## src/core/sys_support_pkg.sv

```systemverilog
package sys_support_pkg;

  // Divider selections
  localparam logic       DIV_BY_3        = 1'b0;
  localparam logic       DIV_BY_4        = 1'b1;
  localparam logic [1:0] DIV3_LAST       = 2'h2;
  localparam logic [1:0] DIV4_LAST       = 2'h3;
  localparam logic [1:0] DIV_CNT_RST     = 2'h0;
  localparam logic [1:0] DIV3_HIGH_CNT   = 2'h1;
  localparam logic [1:0] DIV4_HIGH_CNT   = 2'h2;

  // Reset synchroniser depth and reset values
  localparam int         RST_SYNC_STAGES = 2;
  localparam logic       NMI_RST         = 1'b0;

  // Pin input synchroniser depth
  localparam int         PIN_SYNC_STAGES = 3;

  // Sustained tri-state release: cycles driven high before floating
  localparam int         STS_PARK_NS     = 25;
  localparam int         CLK_PERIOD_NS   = 25;
  localparam logic [1:0] STS_PARK_CYC    =
    2'((STS_PARK_NS + CLK_PERIOD_NS - 1) / CLK_PERIOD_NS);
  localparam logic [1:0] STS_TURN_CYC    =
    2'((STS_PARK_NS + CLK_PERIOD_NS - 1) / CLK_PERIOD_NS);

  typedef enum logic [1:0]
  {
    STS_IDLE  = 2'b00,
    STS_DRIVE = 2'b01,
    STS_PARK  = 2'b10,
    STS_TURN  = 2'b11
  } sts_state_e;

endpackage

```

## src/core/bus_clock_divider.sv

```systemverilog
`timescale 1ns/1ps
module bus_clock_divider
(
  input  wire logic clk_sys_i,
  input  wire logic rst_b_i,
  input  wire logic div_sel_i,
  output logic      bus_clock_divided_out_o,
  output logic      bus_clk_rise_o,
  output logic      bus_clk_fall_o
);

  logic [1:0] cnt_q;
  logic [1:0] last_cyc;
  logic [1:0] high_cyc;
  logic       clk_d;

  assign last_cyc = (div_sel_i == sys_support_pkg::DIV_BY_4) ?
                    sys_support_pkg::DIV4_LAST :
                    sys_support_pkg::DIV3_LAST;
  assign high_cyc = (div_sel_i == sys_support_pkg::DIV_BY_4) ?
                    sys_support_pkg::DIV4_HIGH_CNT :
                    sys_support_pkg::DIV3_HIGH_CNT;

  always_ff @(posedge clk_sys_i)
  begin
    if (!rst_b_i)
      cnt_q <= sys_support_pkg::DIV_CNT_RST;
    else if (cnt_q >= last_cyc)
      cnt_q <= sys_support_pkg::DIV_CNT_RST;
    else
      cnt_q <= cnt_q + 2'h1;
  end

  // High for the first counts, low for the rest
  assign clk_d = (cnt_q >= high_cyc) ? 1'b0 : 1'b1;

  always_ff @(posedge clk_sys_i)
  begin
    if (!rst_b_i)
      bus_clock_divided_out_o <= 1'b0;
    else
      bus_clock_divided_out_o <= clk_d; // [RULE_01]
  end

  // One-cycle enables marking edges of the divided clock
  assign bus_clk_rise_o = rst_b_i && clk_d && !bus_clock_divided_out_o;
  assign bus_clk_fall_o = rst_b_i && !clk_d && bus_clock_divided_out_o;

endmodule

```

## src/core/bus_clock_reset_error_nmi.sv

```systemverilog
`timescale 1ns/1ps
// How it works
// [RULE_01] Bus clock is system clock divided by three or four, selectable.
// [RULE_02] Sampled parity error low raises the CPU non-maskable interrupt.
// [RULE_03] Sampled system error low raises the CPU non-maskable interrupt.
// [RULE_04] Any agent may pulse parity or system error low to report faults.
// [RULE_05] Reset returns all state machines and registers to defaults.
// [RULE_06] Reset pin is asynchronous both edges; source gives clean release.
// [RULE_07] ISA reset drive output is derived from the system reset input.
// [RULE_08] During hard reset all CPU-directed outputs are driven low.
// [RULE_09] Sustained line is driven high one clock before floating.
// [RULE_10] New owner waits one clock after release before driving.
// [RULE_11] Names ending in _b or _n are active low; others active high, except the active-low sts_line_i and sts_line_o.
// [RULE_12] Divided clock leaves on its own pin and returns buffered.
// [RULE_13] Bus signals are generated or sampled on returned bus clock edges.
// [RULE_14] Reset release passes a two-stage synchroniser before use.
module bus_clock_reset_error_nmi
(
  input  wire logic clk_sys_i,
  input  wire logic rst_b_i,
  input  wire logic div_sel_i,
  input  wire logic bus_clk_i,
  input  wire logic parity_err_n_i,
  input  wire logic system_err_n_i,
  input  wire logic nmi_clear_i,
  input  wire logic cpu_irq_req_i,
  input  wire logic ignore_numeric_error_req_i,
  input  wire logic sys_mgmt_irq_req_i,
  input  wire logic alt_cpu_reset_req_i,
  input  wire logic cpu_clock_stop_req_i,
  input  wire logic fast_gate_a20_req_i,
  input  wire logic sts_req_i,
  input  wire logic sts_assert_i,
  input  wire logic sts_line_i,
  output logic      bus_clock_divided_out_o,
  output logic      bus_clk_rise_o,
  output logic      bus_clk_fall_o,
  output logic      isa_reset_drive_o,
  output logic      cpu_irq_o,
  output logic      nmi_o,
  output logic      ignore_numeric_error_out_n_o,
  output logic      sys_mgmt_irq_out_n_o,
  output logic      alt_cpu_reset_out_n_o,
  output logic      cpu_clock_stop_out_n_o,
  output logic      fast_gate_a20_out_o,
  output logic      sts_line_o,
  output logic      sts_line_oe_n_o,
  output logic      sts_owned_o,
  output logic      internal_rst_b_o
);

  logic [sys_support_pkg::RST_SYNC_STAGES-1:0] rst_sync_q;
  logic                                        rst_int_b;
  logic [sys_support_pkg::PIN_SYNC_STAGES-1:0] perr_sync_q;
  logic [sys_support_pkg::PIN_SYNC_STAGES-1:0] serr_sync_q;
  logic [sys_support_pkg::PIN_SYNC_STAGES-1:0] bclk_sync_q;
  logic [sys_support_pkg::PIN_SYNC_STAGES-1:0] sts_sync_q;
  logic                                        perr_act_q;
  logic                                        serr_act_q;
  logic                                        sts_lvl_q;
  logic                                        perr_rise;
  logic                                        serr_rise;
  logic                                        nmi_q;
  logic                                        irq_q;
  logic                                        ign_q;
  logic                                        mgmt_irq_q;
  logic                                        alt_rst_q;
  logic                                        clk_stop_q;
  logic                                        a20_q;
  logic                                        isa_rst_q;
  logic                                        ret_rise;
  logic                                        ret_fall;
  sys_support_pkg::sts_state_e                 sts_q;
  sys_support_pkg::sts_state_e                 sts_d;
  logic [1:0]                                  sts_cnt_q;
  logic                                        sts_out_q;
  logic                                        sts_oe_n_q;

  // Three-stage capture of an outside level; change counts on agreement
  function automatic logic agreed
  (
    input logic [sys_support_pkg::PIN_SYNC_STAGES-1:0] s,
    input logic                                        prev
  );
    agreed = (s[2] == s[1]) ? s[2] : prev;
  endfunction

  // Level newly agreed low while the filtered level is still inactive
  function automatic logic newly_low
  (
    input logic [sys_support_pkg::PIN_SYNC_STAGES-1:0] s,
    input logic                                        act
  );
    newly_low = !s[2] && !s[1] && !act;
  endfunction

  // Edge seen between the second and third stage
  function automatic logic stage_edge
  (
    input logic [sys_support_pkg::PIN_SYNC_STAGES-1:0] s,
    input logic                                        to_high
  );
    stage_edge = (s[1] == to_high) && (s[2] != to_high);
  endfunction

  // Asserts at once with the pin, releases after two clean clocks
  always_ff @(posedge clk_sys_i or negedge rst_b_i)
  begin
    if (!rst_b_i)
      rst_sync_q <= '0; // [RULE_06]
    else
      rst_sync_q <= {rst_sync_q[0], 1'b1}; // [RULE_14]
  end

  assign rst_int_b        = rst_sync_q[1];
  assign internal_rst_b_o = rst_int_b;

  bus_clock_divider u_div
  (
    .clk_sys_i               (clk_sys_i),
    .rst_b_i                 (rst_int_b),
    .div_sel_i               (div_sel_i),
    .bus_clock_divided_out_o (bus_clock_divided_out_o),
    .bus_clk_rise_o          (),
    .bus_clk_fall_o          ()
  );

  always_ff @(posedge clk_sys_i)
  begin
    if (!rst_int_b)
    begin
      perr_sync_q <= '1;
      serr_sync_q <= '1;
      bclk_sync_q <= '0;
      sts_sync_q  <= '1;
    end
    else
    begin
      perr_sync_q <= {perr_sync_q[1:0], parity_err_n_i};
      serr_sync_q <= {serr_sync_q[1:0], system_err_n_i};
      bclk_sync_q <= {bclk_sync_q[1:0], bus_clk_i};
      sts_sync_q  <= {sts_sync_q[1:0], sts_line_i};
    end
  end

  // Filtered levels; error levels kept active high internally
  always_ff @(posedge clk_sys_i)
  begin
    if (!rst_int_b) // [RULE_05]
    begin
      perr_act_q <= 1'b0;
      serr_act_q <= 1'b0;
      sts_lvl_q  <= 1'b1;
    end
    else
    begin
      perr_act_q <= ~agreed(perr_sync_q, ~perr_act_q); // [RULE_11]
      serr_act_q <= ~agreed(serr_sync_q, ~serr_act_q); // [RULE_11]
      sts_lvl_q  <= agreed(sts_sync_q, sts_lvl_q);
    end
  end

  // One-cycle set request on a freshly asserted error
  assign perr_rise = newly_low(perr_sync_q, perr_act_q);
  assign serr_rise = newly_low(serr_sync_q, serr_act_q);

  // Edges of the returned bus clock for bus-side timing; at divide
  // by three one phase lasts a single clock, too short for the
  // agreement filter, so edges come from stages two and three
  assign ret_rise       = stage_edge(bclk_sync_q, 1'b1);
  assign ret_fall       = stage_edge(bclk_sync_q, 1'b0);
  assign bus_clk_rise_o = ret_rise; // [RULE_13]
  assign bus_clk_fall_o = ret_fall; // [RULE_13]

  // Sticky NMI; a new error beats a clear in the same cycle
  always_ff @(posedge clk_sys_i)
  begin
    if (!rst_int_b)
      nmi_q <= sys_support_pkg::NMI_RST; // [RULE_08]
    else if (perr_rise) // [RULE_02]
      nmi_q <= 1'b1;
    else if (serr_rise) // [RULE_03]
      nmi_q <= 1'b1;
    else if (nmi_clear_i)
      nmi_q <= 1'b0;
  end

  // CPU-directed outputs held low through reset
  always_ff @(posedge clk_sys_i)
  begin
    if (!rst_int_b) // [RULE_08]
    begin
      irq_q      <= 1'b0;
      ign_q      <= 1'b0;
      mgmt_irq_q <= 1'b0;
      alt_rst_q  <= 1'b0;
      clk_stop_q <= 1'b0;
      a20_q      <= 1'b0;
    end
    else
    begin
      irq_q      <= cpu_irq_req_i;
      ign_q      <= ~ignore_numeric_error_req_i;
      mgmt_irq_q <= ~sys_mgmt_irq_req_i;
      alt_rst_q  <= ~alt_cpu_reset_req_i;
      clk_stop_q <= ~cpu_clock_stop_req_i;
      a20_q      <= fast_gate_a20_req_i;
    end
  end

  // Reset drive active high while internal reset is held
  always_ff @(posedge clk_sys_i)
  begin
    isa_rst_q <= ~rst_int_b; // [RULE_07]
  end

  // Gate low (reset drive forced high) while the raw pin is low, without waiting for a clock
  assign cpu_irq_o                    = irq_q & rst_b_i; // [RULE_08]
  assign nmi_o                        = nmi_q & rst_b_i;
  assign ignore_numeric_error_out_n_o = ign_q & rst_b_i;
  assign sys_mgmt_irq_out_n_o         = mgmt_irq_q & rst_b_i;
  assign alt_cpu_reset_out_n_o        = alt_rst_q & rst_b_i;
  assign cpu_clock_stop_out_n_o       = clk_stop_q & rst_b_i;
  assign fast_gate_a20_out_o          = a20_q & rst_b_i;
  assign isa_reset_drive_o            = isa_rst_q | ~rst_b_i; // [RULE_07]

  // Sustained tri-state ownership
  always_comb
  begin
    sts_d = sts_q;
    case (sts_q)
      sys_support_pkg::STS_IDLE:
        if (sts_req_i && sts_lvl_q)
          sts_d = sys_support_pkg::STS_DRIVE;
      sys_support_pkg::STS_DRIVE:
        if (!sts_req_i)
          sts_d = sys_support_pkg::STS_PARK;
      sys_support_pkg::STS_PARK:
        if (sts_cnt_q >= sys_support_pkg::STS_PARK_CYC)
          sts_d = sys_support_pkg::STS_TURN; // [RULE_09]
      sys_support_pkg::STS_TURN:
        if (sts_cnt_q >= sys_support_pkg::STS_TURN_CYC)
          sts_d = sys_support_pkg::STS_IDLE; // [RULE_10]
      default:
        sts_d = sys_support_pkg::STS_IDLE;
    endcase
  end

  // Starts in turnaround so nothing drives straight out of reset
  always_ff @(posedge clk_sys_i)
  begin
    if (!rst_int_b)
      sts_q <= sys_support_pkg::STS_TURN; // [RULE_10]
    else
      sts_q <= sts_d;
  end

  // Cycles spent in the current ownership state
  always_ff @(posedge clk_sys_i)
  begin
    if (!rst_int_b)
      sts_cnt_q <= 2'h0;
    else if (sts_d != sts_q)
      sts_cnt_q <= 2'h1;
    else if (sts_cnt_q != 2'h3)
      sts_cnt_q <= sts_cnt_q + 2'h1;
  end

  // Registered pin drive; enable low while driving
  always_ff @(posedge clk_sys_i)
  begin
    if (!rst_int_b)
    begin
      sts_out_q  <= 1'b1;
      sts_oe_n_q <= 1'b1;
    end
    else
    begin
      case (sts_d)
        sys_support_pkg::STS_DRIVE:
        begin
          sts_out_q  <= ~sts_assert_i;
          sts_oe_n_q <= 1'b0;
        end
        sys_support_pkg::STS_PARK:
        begin
          sts_out_q  <= 1'b1; // [RULE_09]
          sts_oe_n_q <= 1'b0;
        end
        default:
        begin
          sts_out_q  <= 1'b1;
          sts_oe_n_q <= 1'b1;
        end
      endcase
    end
  end

  assign sts_line_o      = sts_out_q;
  assign sts_line_oe_n_o = sts_oe_n_q;
  assign sts_owned_o     = (sts_q == sys_support_pkg::STS_DRIVE);

endmodule

```

## config.mk

```make
export PLATFORM = sky130hd
export DESIGN_NAME = bus_clock_reset_error_nmi
export DESIGN_NICKNAME = d
export VERILOG_FILES = /design/src/core/sys_support_pkg.sv /design/src/core/bus_clock_divider.sv /design/src/core/bus_clock_reset_error_nmi.sv
export SDC_FILE = /design/constraint.sdc
export NUM_CORES = 1
export LEC_CHECK = 0
export BUFFER_PORTS_ARGS = -buffer_cell sky130_fd_sc_hd__buf_2
export CAP_MARGIN = 15
export CORE_ASPECT_RATIO = 0.75
export CORE_MARGIN = 2
export CORE_UTILIZATION = 35
export DETAILED_ROUTE_END_ITERATION = 12
export PLACE_DENSITY = 0.55
export SLEW_MARGIN = 25
export SYNTH_ARGS = -nofsm -noshare
export SYNTH_HDL_FRONTEND = slang
export SYNTH_HIERARCHICAL = 1
export SYNTH_SLANG_ARGS = --single-unit
```

## constraint.sdc

```tcl
create_clock -name clk_sys_i -period 2.05 [get_ports clk_sys_i]
set_clock_uncertainty 0.1 [all_clocks]
set_input_delay 0.3075 -clock clk_sys_i [delete_from_list [all_inputs] [get_ports clk_sys_i]]
set_output_delay 0.3075 -clock clk_sys_i [all_outputs]
set_load 0.05 [all_outputs]
```

==> impl_results.md <==
* Cell Area, Synth at 1250 um^2
* Post-Syn Instances at 124
* Rows at 18
* RSZ-0062 raised after global routing: no
* Max-Cap Viols at 0
* Final core utilization at 46.2%
* Initial DRC Count at 15
* Pre-CTS worst setup slack at 430 ps
* Via count at 886
* Max clock buf depth at 2
* Fin crit period at 1830 ps
* DR DRC count at 0
* Crit. End Element: output port
* Final hold viol count at 0
* Reg2reg end: sts_line_oe_n_o
* Synth-to-layout area growth at 24.1%
* Placed Area at 1450 um^2
* Die width at 73.0 um
* Placed Instances at 193
* Detailed Place HPWL at 1520 um
* Placer Congestion at 0.759
* Port Buffers at 30
* Clock network power share at 31.0%
* Crit Path Max Fanout at 10
* WHS Endpoint: clk_stop_q
* Power Dens Cells at 1010 nW/um^2
* GR Util All Layers at 11.8%
* Initial antenna violation count at 0
* First-pass GRT wire length at 3600 um
* CTS Sinks at 34
* IO Pins at 31
* Tightest Hold Check Type: input port to flip-flop
* Maximum VDD drop at 0.000496 V
* Most frequent cells in the layout: dfxtp_1, buf_2, and2_1
* WP data required at 1640 ps
* Routed Antenna Nets at 0
* Combinational power share at 20.4%
* Avg Cell Area, Syn at 10.1 um^2
* Worst R2R Setup Slack at 410 ps
* Sw Pwr at 0.444 mW
* Core Area at 3360 um^2
* Warnings, synthesis at 6
* Final worst setup slack at 220 ps
* Total power at 1.56 mW
* Clock latency on the worst-skew pair at 280 ps
* Period utilisation layout at 89.3%
* Fin area at 1550 um^2
* Int Pwr at 1.12 mW
* Root Driver: clkbuf_8
* Status: finished clean
* Worst r2r src: sts_cnt_q[0]
* Max Slew Vio Count at 0
* Final setup vio count at 0
* Post-Route Setup TNS at 0 ps
* Pre-Repair DR Iteration Count at 4
* Leak at 0.776 nW
* Sw Share at 28.5%
* Cell Count, Final, Fillers Out at 202
* Via density at 4.39
* Clk slew on worst S/H paths at 60 ps
* CTS tree: built
* DIE AREA at 4070 um^2
* Hold Path Depth at 2
* Congestion Overflow GR at 0
* Post-CTS Setup Bufs at 0
* Cells on worst reg2reg path at 7
* Initial Util at 37.2%
* Layout cells sized above 1 at 25.9%
* Reg power frac at 48.5%
* Most common cell after layout, fill and taps aside: dfxtp_1
* Number of global-route vias before repair at 863
* FMAX at 546 MHz
* Syn Nets at 148
* Critical Path AT at 1420 ps
* TritonCTS Buffers at 5
* Setup CP Type: input port to output port
* N_diodes at 0
* H-tree Lvls at 2
* Total Wirelength at 2000 um
* Per-cell routed wire length at 9.91 um
* Min Hold Slack at 81.8 ps
* Worst setup SP type: input port
* Min-Delay Startpoint: cpu_clock_stop_req_i
* Largest net degree at the start of global routing at 20
* Nets@finish at 185
* Die Height at 55.8 um
[worst max-delay path, cell delays in order]
cell and delay [ps]:
dlygate4sd3_1 520, buf_2 190, and2_1 150, buf_2 250
[what timing repair did]
action | in CTS | in global routing
hold buffers | 1 | 0
setup endpoints to repair | 0 | 0
hold endpoints to repair | 2 | 0
resized for setup | 0 | 0
[routing by layer]
layer  vias to the layer above  global-route usage (%)  wire [um]
li1                        463                       -          -
met2                        22                    17.6        861
met3                         5                    7.07        129
met1                       396                    13.6        988
met4                         0                    4.76         23
met5                         -                       0          0
[cell type report]
cell class	instances	area, um^2
timing repair buffer	32	168
inverter	12	45.0
fill	328	1800
tap	40	50.0
clock inverter	1	5.00
multi-input combinational	76	507
sequential	34	691
clock buffer	7	86.3
[how the worst max path moves through the flow]
stage,from,end,slack (ps),cells after the start
detailed placement,sts_cnt_q[0],sts_line_oe_n_o,430,7
global route,rst_b_i,ignore_numeric_error_out_n_o,160,4
CTS,rst_b_i,ignore_numeric_error_out_n_o,200,4
global placement,sts_cnt_q[0],sts_line_oe_n_o,500,7
floorplan,sts_cnt_q[0],sts_line_oe_n_o,530,7
finish,rst_b_i,ignore_numeric_error_out_n_o,220,4
[power by group through the flow]
stage | logic (mW) | registers, mW | clock network, mW
floorplan | 0.203 | 0.811 | 0
detailed placement | 0.322 | 0.771 | 0
finish | 0.319 | 0.757 | 0.484
global placement | 0.312 | 0.770 | 0
global route | 0.360 | 0.765 | 0.544
CTS | 0.324 | 0.757 | 0.506
[flip-flops by register name, indices dropped and copies added, names as in the netlist, named ones only]
signal,count
a20_q,1
alt_rst_q,1
bclk_sync_q,3
clk_stop_q,1
ign_q,1
irq_q,1
isa_rst_q,1
mgmt_irq_q,1
nmi_q,1
perr_sync_q,3
rst_sync_q,2
serr_sync_q,3
sts_cnt_q,2
sts_line_o,1
sts_line_oe_n_o,1
sts_lvl_q,1
sts_q,2
sts_sync_q,3
u_div/bus_clock_divided_out_o,1
u_div/cnt_q,2
Power figures use the tool's default switching activity.
